===== src/logic/cvs_pkg.sv =====
// constants and types for the charge voltage setpoint register pair
package cvs_pkg;
    localparam logic [7:0] CVS_ADDR_LOW = 8'h04;
    localparam logic [7:0] CVS_ADDR_HIGH = 8'h05;

    localparam int CVS_FIELD_W = 12;
    localparam int CVS_MV_W = 16;
    localparam int CVS_LOW_FIELD_W = 5;
    localparam int CVS_HIGH_FIELD_W = 7;
    localparam int CVS_LOW_POS = 3;
    localparam int CVS_HIGH_RSVD_POS = 7;

    localparam logic [15:0] CVS_STEP_MV = 16'h0008;
    localparam logic [15:0] CVS_MIN_MV = 16'h0400;
    localparam logic [15:0] CVS_MAX_MV = 16'h59d8;

    localparam logic [15:0] CVS_DEF1_MV = 16'h1068;
    localparam logic [15:0] CVS_DEF2_MV = 16'h20d0;
    localparam logic [15:0] CVS_DEF3_MV = 16'h3138;
    localparam logic [15:0] CVS_DEF4_MV = 16'h41a0;
    localparam logic [15:0] CVS_DEF5_MV = 16'h5208;

    localparam logic [2:0] CVS_CELLS_1 = 3'h1;
    localparam logic [2:0] CVS_CELLS_2 = 3'h2;
    localparam logic [2:0] CVS_CELLS_3 = 3'h3;
    localparam logic [2:0] CVS_CELLS_4 = 3'h4;
    localparam logic [2:0] CVS_CELLS_5 = 3'h5;

    localparam logic [7:0] CVS_BYTE_ZERO = 8'h00;
    localparam logic [11:0] CVS_FIELD_ZERO = 12'h000;

    typedef struct packed {
        logic valid;
        logic [7:0] addr;
        logic [7:0] data;
    } cvs_write_t;

    typedef enum logic [0:0] {
        CVS_ST_LOAD = 1'b0,
        CVS_ST_RUN = 1'b1
    } cvs_state_t;
endpackage : cvs_pkg


===== src/logic/cvs_charge_voltage_setpoint.sv =====
// charge voltage setpoint register pair with range check and strap default
//
// Contract
// RULE1 - setpoints from 1.024 V to 23.000 V accepted, 8 mV per step
// RULE2 - out-of-range writes discarded, previous setpoint kept
// RULE3 - reset default from cell strap: 4200/8400/12600/16800/21000 mV
// RULE4 - charging starts on current-target write after input power good
// RULE5 - host writes voltage before current target for non-4.2 V cells
// RULE6 - zero write keeps setpoint and clears charge current target
// RULE7 - field bits 11..5 in high byte 6..0, bits 4..0 in low 7..3
// RULE8 - high byte field bits weigh 16384 mV down to 256 mV
// RULE9 - low byte field bits weigh 128 mV down to 8 mV
// RULE10 - reserved top bit of high byte set means invalid write
// RULE11 - reserved low three bits of low byte never affect setpoint
// RULE12 - invalid write changes neither byte nor charge current target
`timescale 1ns/1ps
module cvs_charge_voltage_setpoint (
    input wire logic clock,
    input wire logic nrst,
    input wire cvs_pkg::cvs_write_t hostWrite,
    input wire logic [7:0] readAddr,
    input wire logic [2:0] cellCountStrap,
    input wire logic inputPowerGood,
    input wire logic currentTargetWritten,
    output logic [7:0] readData,
    output logic [cvs_pkg::CVS_FIELD_W-1:0] chargeVoltageTarget,
    output logic [cvs_pkg::CVS_MV_W-1:0] chargeVoltageMv,
    output logic clearCurrentTarget,
    output logic chargeEnable
);
    import cvs_pkg::*;

    cvs_state_t state_reg;
    logic [CVS_FIELD_W-1:0] field_reg;
    logic [CVS_FIELD_W-1:0] field_next;
    logic [CVS_LOW_FIELD_W-1:0] lowStage_reg;
    logic [CVS_MV_W-1:0] mv_reg;
    logic [7:0] rd_reg;
    logic clr_reg;
    logic chg_reg;

    logic [CVS_FIELD_W-1:0] candField;
    logic [CVS_MV_W-1:0] candMv;
    logic candZero;
    logic candInRange;
    logic candInvalid;
    logic highWrite;
    logic lowWrite;
    logic commit;
    logic zeroWrite;
    logic [CVS_MV_W-1:0] defaultMv;

    function automatic logic [CVS_MV_W-1:0] strap_default(
        input logic [2:0] cells
    );
        case (cells)
            CVS_CELLS_2: strap_default = CVS_DEF2_MV;
            CVS_CELLS_3: strap_default = CVS_DEF3_MV;
            CVS_CELLS_4: strap_default = CVS_DEF4_MV;
            CVS_CELLS_5: strap_default = CVS_DEF5_MV;
            // unlisted strap codes fall back to the single-cell voltage
            default: strap_default = CVS_DEF1_MV;
        endcase
    endfunction : strap_default

    assign highWrite = hostWrite.valid && (hostWrite.addr == CVS_ADDR_HIGH);
    assign lowWrite = hostWrite.valid && (hostWrite.addr == CVS_ADDR_LOW);
    // the pair commits on the high byte so a half-written word never lands
    assign candField = {hostWrite.data[CVS_HIGH_FIELD_W-1:0],
        lowStage_reg}; // RULE7
    assign defaultMv = strap_default(cellCountStrap); // RULE3

    cvs_decode decoder (
        .field(candField),
        .rsvdBit(hostWrite.data[CVS_HIGH_RSVD_POS]),
        .millivolts(candMv),
        .isZero(candZero),
        .inRange(candInRange),
        .isInvalid(candInvalid)
    );

    assign zeroWrite = highWrite && !candInvalid && candZero; // RULE6 RULE12
    assign commit = highWrite && !candInvalid && !candZero &&
        candInRange; // RULE2 RULE12

    always_comb begin
        field_next = field_reg;
        if (state_reg == CVS_ST_LOAD) begin
            field_next = CVS_FIELD_W'(defaultMv / CVS_STEP_MV); // RULE3
        end else if (commit) begin
            field_next = candField; // RULE1
        end
    end

    // strap is caught on the first edge after reset release
    always_ff @(posedge clock) begin
        if (!nrst) begin
            state_reg <= CVS_ST_LOAD;
        end else begin
            case (state_reg)
                CVS_ST_LOAD: state_reg <= CVS_ST_RUN;
                CVS_ST_RUN: state_reg <= CVS_ST_RUN;
                default: state_reg <= CVS_ST_LOAD;
            endcase
        end
    end

    always_ff @(posedge clock) begin
        if (!nrst) begin
            field_reg <= CVS_FIELD_ZERO;
            mv_reg <= CVS_MV_W'(0);
        end else begin
            field_reg <= field_next;
            mv_reg <= CVS_MV_W'({4'h0, field_next} * CVS_STEP_MV);
        end
    end

    // low byte stage; reserved bits 2..0 are dropped here
    always_ff @(posedge clock) begin
        if (!nrst) begin
            lowStage_reg <= CVS_LOW_FIELD_W'(0);
        end else if (state_reg == CVS_ST_LOAD) begin
            lowStage_reg <= field_next[CVS_LOW_FIELD_W-1:0];
        end else if (lowWrite) begin
            lowStage_reg <= hostWrite.data[7:CVS_LOW_POS]; // RULE11
        end else if (highWrite && !commit) begin
            // a refused word also rolls back the staged low byte
            lowStage_reg <= field_reg[CVS_LOW_FIELD_W-1:0]; // RULE2 RULE12
        end
    end

    always_ff @(posedge clock) begin
        if (!nrst) begin
            clr_reg <= 1'b0;
        end else begin
            clr_reg <= zeroWrite; // RULE6
        end
    end

    // a zero write wins over a same-cycle current write: charging stops
    always_ff @(posedge clock) begin
        if (!nrst) begin
            chg_reg <= 1'b0;
        end else if (zeroWrite || !inputPowerGood) begin
            chg_reg <= 1'b0; // RULE6
        end else if (currentTargetWritten && state_reg == CVS_ST_RUN) begin
            chg_reg <= 1'b1; // RULE4 RULE5
        end
    end

    always_ff @(posedge clock) begin
        if (!nrst) begin
            rd_reg <= CVS_BYTE_ZERO;
        end else if (readAddr == CVS_ADDR_HIGH) begin
            rd_reg <= {1'b0, field_next[CVS_FIELD_W-1:CVS_LOW_FIELD_W]};
        end else if (readAddr == CVS_ADDR_LOW) begin
            rd_reg <= {field_next[CVS_LOW_FIELD_W-1:0], 3'h0};
        end else begin
            rd_reg <= CVS_BYTE_ZERO;
        end
    end

    assign readData = rd_reg;
    assign chargeVoltageTarget = field_reg;
    assign chargeVoltageMv = mv_reg;
    assign clearCurrentTarget = clr_reg;
    assign chargeEnable = chg_reg;
endmodule : cvs_charge_voltage_setpoint


===== src/logic/cvs_decode.sv =====
// decodes a candidate setpoint field into millivolts and checks its range
`timescale 1ns/1ps
module cvs_decode (
    input wire logic [cvs_pkg::CVS_FIELD_W-1:0] field,
    input wire logic rsvdBit,
    output logic [cvs_pkg::CVS_MV_W-1:0] millivolts,
    output logic isZero,
    output logic inRange,
    output logic isInvalid
);
    import cvs_pkg::*;

    // the field LSB weighs 8 mV, so bit 11 adds 16384 and bit 0 adds 8
    always_comb begin
        millivolts = CVS_MV_W'({4'h0, field} * CVS_STEP_MV); // RULE8 RULE9
        isZero = (field == CVS_FIELD_ZERO);
        inRange = (millivolts >= CVS_MIN_MV) &&
            (millivolts <= CVS_MAX_MV); // RULE1
        isInvalid = rsvdBit; // RULE10
    end
endmodule : cvs_decode


===== config.mk =====
export PLATFORM = sky130hd
export DESIGN_NAME = cvs_charge_voltage_setpoint
export DESIGN_NICKNAME = d
export VERILOG_FILES = /design/src/logic/cvs_pkg.sv /design/src/logic/cvs_charge_voltage_setpoint.sv /design/src/logic/cvs_decode.sv
export SDC_FILE = /design/constraint.sdc
export NUM_CORES = 1
export LEC_CHECK = 0
export BUFFER_PORTS_ARGS = -buffer_cell sky130_fd_sc_hd__buf_4
export CAP_MARGIN = 20
export CORE_MARGIN = 2
export CORE_UTILIZATION = 48
export CTS_BUF_LIST = sky130_fd_sc_hd__clkbuf_8
export DETAILED_ROUTE_END_ITERATION = 8
export PLACE_DENSITY = 0.92
export SLEW_MARGIN = 20
export SYNTH_ARGS = -nofsm -noshare
export SYNTH_HDL_FRONTEND = slang
export SYNTH_SLANG_ARGS = --single-unit

===== constraint.sdc =====
create_clock -name clock -period 2.8 [get_ports clock]
set_input_delay 0.28 -clock clock [delete_from_list [all_inputs] [get_ports clock]]
set_output_delay 0.28 -clock clock [all_outputs]
set_load 0.02 [all_outputs]

Word level (Yosys, flattened, before mapping)
Index checks and enable logic that the tools add are counted.

Output and inout port bits: 38. Bits of input ports: 32. Register bits after elaboration: 32. Word-level logic and storage cells: 47.

Magnitude comparators: 2. Muxes and demuxes: 9. Bitwise logic cells: 2. Equal/unequal tests: 9. Reduce and logical (&&, ||, !) cells: 17.

Operators with widths (count): one-hot mux 15 bit (4 select lines) (1); equality test 8 x 3 -> 1 bit, second input constant (4); two-way mux 12 bit (2); >= comparator 15 x 11 -> 1 bit, second input constant (1); less-or-equal comparator 15 bit, second input constant (1); two-way mux 5 bit (3); two-way mux 7 bit (2); zero test 12 bit (1); logical AND 1 bit (9); equality test 3 x 2 -> 1 bit, second input constant (2); equality test 3 bit, second input constant (2); zero test 1 bit (4); != test 3 x 1 -> 1 bit, second input constant (1); OR reduction 3 bit (1); inverter 1 bit (2); OR reduction 2 bit (1); logical OR 1 bit (1); two-way mux 1 bit (1).

Longest topological paths before layout
Gate-level depths: netlist (run 1).

Depth after elaboration: 10. Gate-level depth with buffers: 7. Gate-level depth less buffers: 5.

Hierarchy
From an unflattened synthesis (run 1), not the netlist that was laid out.

Cell total of the unflattened synthesis: 185. Area total of the unflattened synthesis: 1669.1 µm².

Modules (own cells, without submodules): cvs_charge_voltage_setpoint (cells an instance 156, area an instance 1466.4 µm², times used 1); cvs_decode (cells an instance 29, area an instance 202.7 µm², times used 1).

Worst setup path before layout (run 1)
No wires, ideal clock.

Kind: input port to flip-flop. Start: input hostWrite[12] (netlist name). End: register rd_reg[3] (netlist: readData[3]). Data required time: 2672 ps. Path slack: 482 ps. Cell stages on the path: 7. Data arrival time: 2189 ps. Cell sequence: or4b_4 -> or3b_1 -> buf_6 -> or3_4 -> buf_6 -> a211oi_2 -> o32ai_1.

Word-level cells in the longest chain between the ends: 9.

Ends and longest elaborated chain: from (decl) (line cvs_charge_voltage_setpoint.sv:20) `input wire cvs_pkg::cvs_write_t hostWrite,`; equality test 8 x 3 -> 1 bit (*) (line cvs_charge_voltage_setpoint.sv:66) `assign highWrite = hostWrite.valid && (hostWrite.addr == CVS_ADDR_HIGH);`; logical AND 1 bit (*) (line cvs_charge_voltage_setpoint.sv:66); logical AND 1 bit (*) (3 in series) (line cvs_charge_voltage_setpoint.sv:83) `assign commit = highWrite && !candInvalid && !candZero &&`; two-way mux 12 bit (*) (line cvs_charge_voltage_setpoint.sv:90) `end else if (commit) begin`; two-way mux 12 bit (*) (line cvs_charge_voltage_setpoint.sv:88) `if (state_reg == CVS_ST_LOAD) begin`; two-way mux 7 bit (line cvs_charge_voltage_setpoint.sv:156) `end else if (readAddr == CVS_ADDR_LOW) begin`; two-way mux 7 bit (*) (line cvs_charge_voltage_setpoint.sv:154) `end else if (readAddr == CVS_ADDR_HIGH) begin`; to (signal assigned) (line cvs_charge_voltage_setpoint.sv:155) `rd_reg <= {1'b0, field_next[CVS_FIELD_W-1:CVS_LOW_FIELD_W]};`; to (signal assigned) (line cvs_charge_voltage_setpoint.sv:157) `rd_reg <= {field_next[CVS_LOW_FIELD_W-1:0], 3'h0};`; to (decl) (line cvs_charge_voltage_setpoint.sv:38) `logic [7:0] rd_reg;`.

Every way passes the cells marked *; elsewhere a longest branch is shown, timed or not. A chain may end at the register's enable or synchronous reset.

Worst setup path after layout (run 1)
Start: input hostWrite[9] (netlist name). End: register rd_reg[5] (netlist: readData[5]).

The elaborated chain is that of the path after synthesis.

==> results of run 1 <==
## logic make-up after synthesis
family | Yosys count | synth area share [%]
flip-flops | 28 | 37.3
AND/OR/NAND/NOR | 58 | 20.7
AO/OA/AOI/OAI | 41 | 19.8
other | 1 | 0.250
multiplexers | 14 | 9.74
buffers and inverters | 29 | 12.2
## through the flow
step | std cells | worst slack, ns | hold slack (ns) | instance area, um2
6_report | 257 | 0.590 | 0.254 | 1960
5_1_grt | 257 | 0.534 | 0.240 | 1960
4_1_cts | 257 | 0.594 | 0.248 | 1960
3_5_place_dp | 254 | 0.299 | 0.492 | 1920
3_3_place_gp | 254 | 0.359 | 0.477 | 1920
2_1_floorplan | 174 | 0.482 | 0.308 | 1510
## cell type report
| cell class | instances | area (um2) | share of cell area (%) |
|---|---|---|---|
| Clock buffer | 3 | 41.3 | 2.11 |
| Inverter | 7 | 26.3 | 1.34 |
| Multi-Input combinational cell | 117 | 769 | 39.3 |
| Sequential cell | 28 | 561 | 28.6 |
| Tap cell | 33 | 41.3 | 2.11 |
| Timing Repair Buffer | 69 | 518 | 26.5 |
## path summary, 6_finish.rpt
check | cells after the start | start | slack, ns | to
max | 6 | hostWrite[9] | 0.59 | readData[5]
min | 1 | nrst | 0.25 | state_reg
max reg2reg | 5 | lowStage_reg[4] | 0.82 | readData[5]
min reg2reg | 2 | lowStage_reg[1] | 0.51 | lowStage_reg[1]
## layer usage
| layer | up-vias | part of all wire (%) |
|---|---|---|
| met3 | 9 | 6.9 |
| li1 | 715 | - |
| met2 | 76 | 50 |
| met1 | 681 | 41 |
| met5 | - | 0 |
| met4 | 0 | 2.2 |
## cell usage in the layout (no fill, tap or decap), types with 3 or more instances in the layout
cell / instances
sky130_fd_sc_hd__clkbuf_8: 3
sky130_fd_sc_hd__mux2i_1: 9
sky130_fd_sc_hd__a21oi_1: 8
sky130_fd_sc_hd__dfxtp_1: 28
sky130_fd_sc_hd__nor2b_1: 3
sky130_fd_sc_hd__a211oi_1: 6
sky130_fd_sc_hd__o21ai_0: 6
sky130_fd_sc_hd__inv_1: 7
sky130_fd_sc_hd__conb_1: 4
sky130_fd_sc_hd__o32ai_1: 3
sky130_fd_sc_hd__buf_4: 69
sky130_fd_sc_hd__or2_2: 3
sky130_fd_sc_hd__nor2_1: 11
sky130_fd_sc_hd__mux2_2: 5
sky130_fd_sc_hd__nor4_1: 4
sky130_fd_sc_hd__nor3_1: 8
sky130_fd_sc_hd__nand2_1: 15
## power by group
| group | total [W] | internal, W | switching [W] | leakage (nW) |
|---|---|---|---|---|
| combinational | 0.000177 | 0.0000829 | 0.0000944 | 0.652 |
| sequential | 0.000431 | 0.000414 | 0.0000162 | 0.229 |
| clock | 0.000213 | 0.0000966 | 0.000116 | 0.0216 |
| total | 0.000821 | 0.000594 | 0.000227 | 0.902 |
==> results.txt, run 1 <==
Post-Synthesis Cell Area = 1500 um2
Total power per unit cell area = 419 nW/um2
Master cell of the clock root buffer = sky130_fd_sc_hd__clkbuf_8
Remaining global-route overflow = 0
DR WL/cell = 14.7 um
Synth warnings = 0
Share of async-settable or async-resettable flops after synthesis = 0%
Largest stage delay, worst path = 0.55 ns
Slew of the pin with the lowest slew margin = 0.577 ns
Crit path time final = 2.21 ns
Cell with the most instances after synthesis = sky130_fd_sc_hd__dfxtp_1
Share of the synthesized area in the top cell type = 37.3%
Syn Area/Cell = 8.79 um2
Crit path max-delay cell type = sky130_fd_sc_hd__or4b_1
Final net count = 258
Post CTS Setup Buffer Count = 0
Fraction of layout cells with a size suffix above 1 = 37.5%
Path type of the worst min-delay path = in -> reg
Busiest grt layer = met2
Die Span Y = 60.0 um
Initial Utilization = 50.0%
Power, Total = 0.000821 W
Run status = complete, no violations
Total count of max-transition violations in the final report = 0
Top cell family by delay on the critical path = simple AND/OR/NAND/NOR gates
Critical Path Start Type = primary input
Met3 global-route usage = 3.68%
Total of max-cap violations = 0
Diode count = 0
Number of port buffers = 65
Share of the clock period used by the worst path = 78.9%
Number of optimization iterations in the first detailed-route pass = 4
Number of CTS-inserted buffers = 3
Vias per std cell = 5.76
Post-synthesis cell type count = 45
Fillers = 261
Final setup viols = 0
Critical Setup Path Class = in -> reg
Final hold viol count = 0
Setup repair after global routing missed its margin = no
Top cell types by occurrence after synthesis = 28 x sky130_fd_sc_hd__dfxtp_1, 16 x sky130_fd_sc_hd__buf_4, 15 x sky130_fd_sc_hd__nand2_1, 11 x sky130_fd_sc_hd__nor2_1, 9 x sky130_fd_sc_hd__mux2i_1
Number of antenna-violating nets in the routed design = 0
CTS resizes = 0
Number of I/O pins = 70
Post-Route WL = 3780 um
Vias in the first global route = 1369
Synth Instances = 171
Sequential share of the synthesized area = 37.3%
Pleak = 0.902 nW
Full die area = 3590 um2
WP buf/inv = 1
Weighted congestion at the end of routability-driven global placement = 0.950
Number of core rows = 20
Arrival time reported for the critical path endpoint = 2.36 ns
Initial antenna violation count = 0
Share of the core filled with cells in the final layout = 65.2%
Type of destination of the critical path = flip-flop
Clock latency of the later-clocked register in the worst-skew pair = 0.27 ns
Number of flip-flops in the largest register = 12
# H-tree levels = 1
Most used flip-flop cell after synthesis = sky130_fd_sc_hd__dfxtp_1
Residual DRC = 0
Number of design-rule violations left by the first detailed-router iteration = 21
GR Util met2 = 39.8%
Required arrival time at the worst endpoint = 2.95 ns
Leading cell types by total area after synthesis = sky130_fd_sc_hd__dfxtp_1 37%, sky130_fd_sc_hd__buf_4 8.0%, sky130_fd_sc_hd__mux2i_1 6.0%, sky130_fd_sc_hd__mux2_2 3.7%, sky130_fd_sc_hd__nand2_1 3.7%
Maximum clock path buffer count = 2
Top cell type by total area after synthesis = sky130_fd_sc_hd__dfxtp_1
Number of buffers added to fix hold violations after cts = 0
Number of clock sinks = 28
Relative slew margins = 61.2%
Fmax = 0.452 GHz
GRT Total Usage = 22.1%
Clock input transition at the sequential cells of the worst setup and hold paths = 0.08 ns
Vias after detailed routing = 1481
Standard cell core area = 3000 um2
Worst Path Max Fanout = 12
Post-synthesis to final-layout area growth = 30.2%
Wire length of the first global-routing pass = 5920 um
DP HPWL = 2980 um
Cell-by-cell trace of the critical path = buf_4 -> or4b_1 -> or3b_1 -> or3_4 -> a221oi_1 -> o221ai_1
Count of flip-flops with a built-in enable after synthesis = 0
Number of register bits inferred by synthesis = 28
Maximum vdd ir drop = 273 uV
Die outline width = 60.0 um
CTS tree = built
Worst clock skew on the final layout = 0.00438 ns
Total negative slack for setup checks = 0 ns
Maximum number of pins on one net before global-route repair = 21
Met1 Resource Use GR = 25.1%
Note: power is estimated with default switching activity, not from simulation.
==> run 2, diff against run 1 <==
--- a/config.mk
+++ b/config.mk
@@ -8,10 +8,10 @@
 export BUFFER_PORTS_ARGS = -buffer_cell sky130_fd_sc_hd__buf_4
 export CAP_MARGIN = 20
 export CORE_MARGIN = 2
-export CORE_UTILIZATION = 48
+export CORE_UTILIZATION = 43
 export CTS_BUF_LIST = sky130_fd_sc_hd__clkbuf_8
 export DETAILED_ROUTE_END_ITERATION = 8
-export PLACE_DENSITY = 0.92
+export PLACE_DENSITY = 0.88
 export SLEW_MARGIN = 20
 export SYNTH_ARGS = -nofsm -noshare
 export SYNTH_HDL_FRONTEND = slang
==> constraint.sdc (replaced) <==
create_clock -name clock -period 1.9 [get_ports clock]
set_input_delay 0.19 -clock clock [delete_from_list [all_inputs] [get_ports clock]]
set_output_delay 0.19 -clock clock [all_outputs]
set_load 0.02 [all_outputs]
==> results.txt, run 2 (synthesis gave the netlist of run 1 again) <==
Number of CTS-inserted buffers = 3 (unchanged)
Number of antenna-violating nets in the routed design = 0 (unchanged)
Critical Path Start Type = primary input (unchanged)
Slew of the pin with the lowest slew margin = 0.514 ns (was 0.577 ns)
Initial antenna violation count = 0 (unchanged)
Clock latency of the later-clocked register in the worst-skew pair = 0.28 ns (was 0.27 ns)
Register area = 561 um2 (unchanged)
Weighted congestion at the end of routability-driven global placement = 0.992 (was 0.950)
Number of I/O pins = 70 (unchanged)
Die Span Y = 63.1 um (was 60.0 um)
Total of max-cap violations = 0 (unchanged)
GRT Total Usage = 22.5% (was 22.1%)
Number of buffers added to fix hold violations after cts = 0 (unchanged)
Number of core rows = 21 (was 20)
Share of the clock period used by the worst path = 102%
Wire length of the first global-routing pass = 7140 um (was 5920 um)
Most common cell after layout, fill and taps aside = sky130_fd_sc_hd__buf_4 (unchanged)
Number of flip-flops in the largest register = 12 (unchanged)
Required arrival time at the worst endpoint = 2.06 ns (was 2.95 ns)
Setup repair after global routing missed its margin = yes (was no)
Critical Setup Path Class = in -> reg (unchanged)
# H-tree levels = 1 (unchanged)
Largest stage delay, worst path = 0.53 ns (was 0.55 ns)
Reg-to-reg slack, setup = 0.10 ns (was 0.82 ns)
Pleak = 0.996 nW (was 0.902 nW)
Path type of the worst min-delay path = in -> reg (unchanged)
Run status = finished, violations left (was complete, no violations)
Worst clock skew on the final layout = 0.00289 ns (was 0.00438 ns)
Final hold viol count = 0 (unchanged)
Arrival time reported for the critical path endpoint = 2.10 ns (was 2.36 ns)
Number of cells traversed by the worst register-to-register path = 7 (was 5)
Standard cell core area = 3340 um2 (was 3000 um2)
Fmax = 0.515 GHz
Initial Utilization = 45.0% (was 50.0%)
Total power per unit cell area = 653 nW/um2 (was 419 nW/um2)
Crit path time final = 1.94 ns
Number of port buffers = 65 (unchanged)
CTS tree = built (unchanged)
Final net count = 272 (was 258)
Fraction of layout cells with a size suffix above 1 = 43.5% (was 37.5%)
Cell-by-cell trace of the critical path = buf_6 -> or4b_4 -> or3b_4 -> or3_4 -> a221oi_4 -> o221ai_1 (was buf_4 -> or4b_1 -> or3b_1 -> or3_4 -> a221oi_1 -> o221ai_1)
Vias per std cell = 5.61 (was 5.76)
Worst R2R End = lowStage_reg[2] (was readData[5])
Diode count = 0 (unchanged)
Crit path max-delay cell type = sky130_fd_sc_hd__or4b_4 (was sky130_fd_sc_hd__or4b_1)
Number of cells traversed by the worst hold path = 3 (was 1)
Clock input transition at the sequential cells of the worst setup and hold paths = 0.09 ns (was 0.08 ns)
Maximum number of pins on one net before global-route repair = 18 (was 21)
Beginning of the worst hold path = inputPowerGood (was nrst)
Die outline width = 63.1 um (was 60.0 um)
Vias in the first global route = 1517 (was 1369)
Post-synthesis to final-layout area growth = 43.5% (was 30.2%)
Minimum setup slack after placement = -0.352 ns (was 0.299 ns)
Master cell of the clock root buffer = sky130_fd_sc_hd__clkbuf_8 (unchanged)
Commonest cells after routing, fill and taps aside = 80 x sky130_fd_sc_hd__buf_4, 28 x sky130_fd_sc_hd__dfxtp_1, 15 x sky130_fd_sc_hd__nand2_1 (was 69 x sky130_fd_sc_hd__buf_4, 28 x sky130_fd_sc_hd__dfxtp_1, 15 x sky130_fd_sc_hd__nand2_1)
Fillers = 289 (was 261)
Hold-critical path endpoint = chargeEnable (was state_reg)
Final setup viols = 6 (was 0)
Type of destination of the critical path = flip-flop (unchanged)
Maximum vdd ir drop = 742 uV (was 273 uV)
Maximum clock path buffer count = 2 (unchanged)
Full die area = 3980 um2 (was 3590 um2)
DR WL/cell = 15.4 um (was 14.7 um)
Number of clock sinks = 28 (unchanged)
Failing checks = negative setup slack
Area of the multi-input gates = 818 um2 (was 769 um2)
Residual DRC = 0 (unchanged)
Number of design-rule violations left by the first detailed-router iteration = 93 (was 21)
Post-Place Cells = 280 (was 254)
DP HPWL = 3400 um (was 2980 um)
Total count of max-transition violations in the final report = 0 (unchanged)
Launching point of the worst reg2reg path = lowStage_reg[4] (unchanged)
Vias after detailed routing = 1599 (was 1481)
Total negative slack for setup checks = -0.139 ns (was 0 ns)
Post-route setup slack = -0.0401 ns (was 0.590 ns)
Finished Layout Cells = 285 (was 257)
Remaining global-route overflow = 0 (unchanged)
Number of optimization iterations in the first detailed-route pass = 4 (unchanged)
Relative slew margins = 65.4% (was 61.2%)
Post CTS Setup Buffer Count = 0 (unchanged)
Post-Route WL = 4400 um (was 3780 um)
Worst Path Max Fanout = 6 (was 12)
-- run 2: cell count changes in the layout (fill, tap and decap cells not counted), sizes merged --
cell,previous run,this run
buf,69,82
bufinv,0,1
or3,1,2
-- run 2: final cells by class --
cell class                      count  area share (%)
Clock buffer                        3            1.91
Timing Repair Buffer               82            28.9
Tap cell                           46            2.67
Inverter                            7            1.22
Multi-Input combinational cell    118            37.9
Clock inverter                      1            1.39
Sequential cell                    28            26.0
-- run 2: through the flow --
step                      area, um2  hold WS (ns)  utilization (%)  power (W)
after global placement         2040         0.446             61.1   0.000929
after detailed placement       2040         0.447             61.1   0.000935
after CTS                      2130         0.147             63.8    0.00140
after global routing           2160         0.145             64.6    0.00147
after floorplan                1530         0.218                -   0.000804
final                          2160         0.146             64.6    0.00141
-- run 2: report_power, final --
group	internal, W	switching [W]
Clock	0.000283	0.000193
Sequential	0.000611	0.0000214
Combinational	0.000145	0.000157
Total	0.00104	0.000371
-- run 2: timing repair --
item                                    CTS  global route
endpoints found under the setup margin    4            11
gates cloned                              0             1
endpoints found under the hold margin     0             0
gates resized for setup                   4             3
pin swaps                                 0             2
-- run 2: worst max path at each step --
stage                             from           to  depth (start not counted)
final                     hostWrite[9]  readData[5]                          6
after global routing      hostWrite[9]  readData[5]                          6
after CTS                 hostWrite[9]  readData[6]                          6
after detailed placement  hostWrite[9]  readData[5]                          6
after global placement    hostWrite[9]  readData[5]                          6
after floorplan           hostWrite[9]  readData[3]                          7
-- run 2: critical path, delay by kind of cell --
kind            cells  cell delay (ns)
buf+inv             1             0.09
simple gates        3             1.44
compound gates      2             0.38
-- run 2: per-layer routing --
metal,global-route usage [%],up-vias,share of wire (%)
met5,0,-,0
met4,6.11,0,2.8
met2,39.0,90,49
li1,-,750,-
met3,5.00,15,8.2
met1,28.1,744,40
==> run 3, diff against run 2 <==
--- a/config.mk
+++ b/config.mk
@@ -8,10 +8,10 @@
 export BUFFER_PORTS_ARGS = -buffer_cell sky130_fd_sc_hd__buf_4
 export CAP_MARGIN = 20
 export CORE_MARGIN = 2
-export CORE_UTILIZATION = 43
+export CORE_UTILIZATION = 52
 export CTS_BUF_LIST = sky130_fd_sc_hd__clkbuf_8
 export DETAILED_ROUTE_END_ITERATION = 8
-export PLACE_DENSITY = 0.88
+export PLACE_DENSITY = 0.95
 export SLEW_MARGIN = 20
 export SYNTH_ARGS = -nofsm -noshare
 export SYNTH_HDL_FRONTEND = slang
==> constraint.sdc (replaced) <==
create_clock -name clock -period 2.4 [get_ports clock]
set_input_delay 0.24 -clock clock [delete_from_list [all_inputs] [get_ports clock]]
set_output_delay 0.24 -clock clock [all_outputs]
set_load 0.02 [all_outputs]
==> results.txt, run 3 (synthesis gave the netlist of run 1 again) <==
Slew of the pin with the lowest slew margin = 0.541 ns (was 0.514 ns)
Remaining global-route overflow = 0 (unchanged)
Worst clock skew on the final layout = 0.00438 ns (was 0.00289 ns)
Worst Path Max Fanout = 8 (was 6)
Final instance area = 2000 um2 (was 2160 um2)
Most common cell after layout, fill and taps aside = sky130_fd_sc_hd__buf_4 (unchanged)
Power share of the sequential group = 50.4% (was 44.9%)
Number of antenna-violating nets in the routed design = 0 (unchanged)
Number of buffers added to fix hold violations after cts = 0 (unchanged)
Number of CTS-inserted buffers = 3 (unchanged)
# H-tree levels = 1 (unchanged)
Number of flip-flops in the largest register = 12 (unchanged)
Post-synthesis to final-layout area growth = 32.8% (was 43.5%)
Switching pwr = 0.000272 W (was 0.000371 W)
Master cell of the clock root buffer = sky130_fd_sc_hd__clkbuf_8 (unchanged)
Pleak = 0.924 nW (was 0.996 nW)
Diode count = 0 (unchanged)
Setup repair after global routing missed its margin = no (was yes)
Number of I/O pins = 70 (unchanged)
Critical Path Start Type = primary input (unchanged)
Commonest cells after routing, fill and taps aside = 70 x sky130_fd_sc_hd__buf_4, 28 x sky130_fd_sc_hd__dfxtp_1, 15 x sky130_fd_sc_hd__nand2_1 (was 80 x sky130_fd_sc_hd__buf_4, 28 x sky130_fd_sc_hd__dfxtp_1, 15 x sky130_fd_sc_hd__nand2_1)
DR WL/cell = 15.4 um (about the same)
Arrival time reported for the critical path endpoint = 2.34 ns (was 2.10 ns)
CTS tree = built (unchanged)
Total count of max-transition violations in the final report = 0 (unchanged)
Reg-to-reg slack, setup = 0.43 ns (was 0.10 ns)
Type of destination of the critical path = flip-flop (unchanged)
Final net count = 260 (was 272)
Internal power of the cells = 0.000727 W (was 0.00104 W)
Clock input transition at the sequential cells of the worst setup and hold paths = 0.09 ns (about the same)
Final setup viols = 0 (was 6)
Fraction of layout cells with a size suffix above 1 = 38.3% (was 43.5%)
Vias in the first global route = 1419 (was 1517)
DP HPWL = 3080 um (was 3400 um)
CTS resizes = 0 (was 4)
Switching Share = 27.2% (was 26.3%)
Residual DRC = 0 (unchanged)
Number of clock sinks = 28 (unchanged)
Standard cell core area = 2760 um2 (was 3340 um2)
Die outline width = 57.8 um (was 63.1 um)
Path type of the worst min-delay path = in -> reg (unchanged)
Initial Utilization = 54.5% (was 45.0%)
Final hold viol count = 0 (unchanged)
Minimum setup slack after placement = -0.0380 ns (was -0.352 ns)
Clock network fraction of design power = 28.8% (was 33.8%)
Maximum vdd ir drop = 443 uV (was 742 uV)
Weighted congestion at the end of routability-driven global placement = 0.915 (was 0.992)
Vias per std cell = 5.94 (was 5.61)
Critical Setup Path Class = in -> reg (unchanged)
Number of optimization iterations in the first detailed-route pass = 4 (unchanged)
Number of design-rule violations left by the first detailed-router iteration = 98 (was 93)
Total of max-cap violations = 0 (unchanged)
Post-Route WL = 3980 um (was 4400 um)
Register area = 561 um2 (unchanged)
Wire length of the first global-routing pass = 6220 um (was 7140 um)
Vias after detailed routing = 1532 (was 1599)
Number of core rows = 19 (was 21)
Number of port buffers = 65 (unchanged)
Maximum clock path buffer count = 2 (unchanged)
Fmax = 0.465 GHz
Crit path time final = 2.15 ns
Maximum number of pins on one net before global-route repair = 19 (was 18)
Relative slew margins = 63.6% (was 65.4%)
Total power per unit cell area = 501 nW/um2 (was 653 nW/um2)
Full die area = 3340 um2 (was 3980 um2)
Initial antenna violation count = 0 (unchanged)
Combinational share of power = 20.8% (was 21.4%)
Clock latency of the later-clocked register in the worst-skew pair = 0.27 ns (was 0.28 ns)
Area of the multi-input gates = 769 um2 (was 818 um2)
Share of the clock period used by the worst path = 89.5%
GRT Total Usage = 23.6% (was 22.5%)
Run status = complete, no violations (was finished, violations left)
Die Span Y = 57.8 um (was 63.1 um)
Post-route setup slack = 0.251 ns (was -0.0401 ns)
Fillers = 211 (was 289)
Required arrival time at the worst endpoint = 2.59 ns (was 2.06 ns)
Post-Place Cell Area = 1940 um2 (was 2040 um2)
Post CTS Setup Buffer Count = 0 (unchanged)
run 3: cell count changes in the layout (fill, tap and decap cells not counted), sizes merged:
cell / previous run / this run
buf: 82 / 71
bufinv: 1 / 0
clkbuf: 3 / 4
or3: 2 / 1
run 3: worst paths after layout:
path | to | startpoint | depth (start not counted)
max | readData[1] | hostWrite[12] | 7
min | state_reg | nrst | 1
max reg2reg | readData[1] | lowStage_reg[4] | 6
min reg2reg | lowStage_reg[4] | lowStage_reg[4] | 2
run 3: worst max-delay path, cell delays in order:
cell and delay (ns):
sky130_fd_sc_hd__buf_4 0.11, sky130_fd_sc_hd__or4b_4 0.53, sky130_fd_sc_hd__or3b_1 0.42, sky130_fd_sc_hd__or3_4 0.49, sky130_fd_sc_hd__buf_12 0.16, sky130_fd_sc_hd__mux2i_1 0.14, sky130_fd_sc_hd__a211oi_1 0.25
run 3: final cells by class:
type	count	area share, %
clock buffers	4	2.76
repair buffers	71	27.3
well taps	31	1.94
inverters	7	1.32
multi-input cells	117	38.6
flip-flops and latches	28	28.1
run 3: power groups by stage:
stage               Combinational [W]  Sequential, W  Clock [W]
global placement             0.000201       0.000513          0
detailed placement           0.000205       0.000514          0
floorplan                    0.000114       0.000522          0
CTS                          0.000207       0.000503   0.000285
global route                 0.000223       0.000507   0.000305
finish                       0.000207       0.000503   0.000288
run 3: per-layer routing:
| metal | vias up | track usage (%) | wire [um] |
|---|---|---|---|
| met3 | 19 | 3.57 | 367 |
| met4 | 0 | 7.64 | 130 |
| met2 | 100 | 43.8 | 1970 |
| li1 | 722 | - | - |
| met1 | 691 | 27.6 | 1510 |
| met5 | - | 0 | 0 |
run 3: stage by stage:
step                utilization (%)  hold WS [ns]  instances  power (W)  setup TNS (ns)
floorplan                         -         0.268        174   0.000635               0
global placement               70.4         0.483        254   0.000714               0
detailed placement             70.4         0.492        254   0.000719         -0.0774
CTS                            72.4         0.212        258   0.000995               0
global route                   72.4         0.208        258    0.00103               0
finish                         72.4         0.210        258   0.000999               0
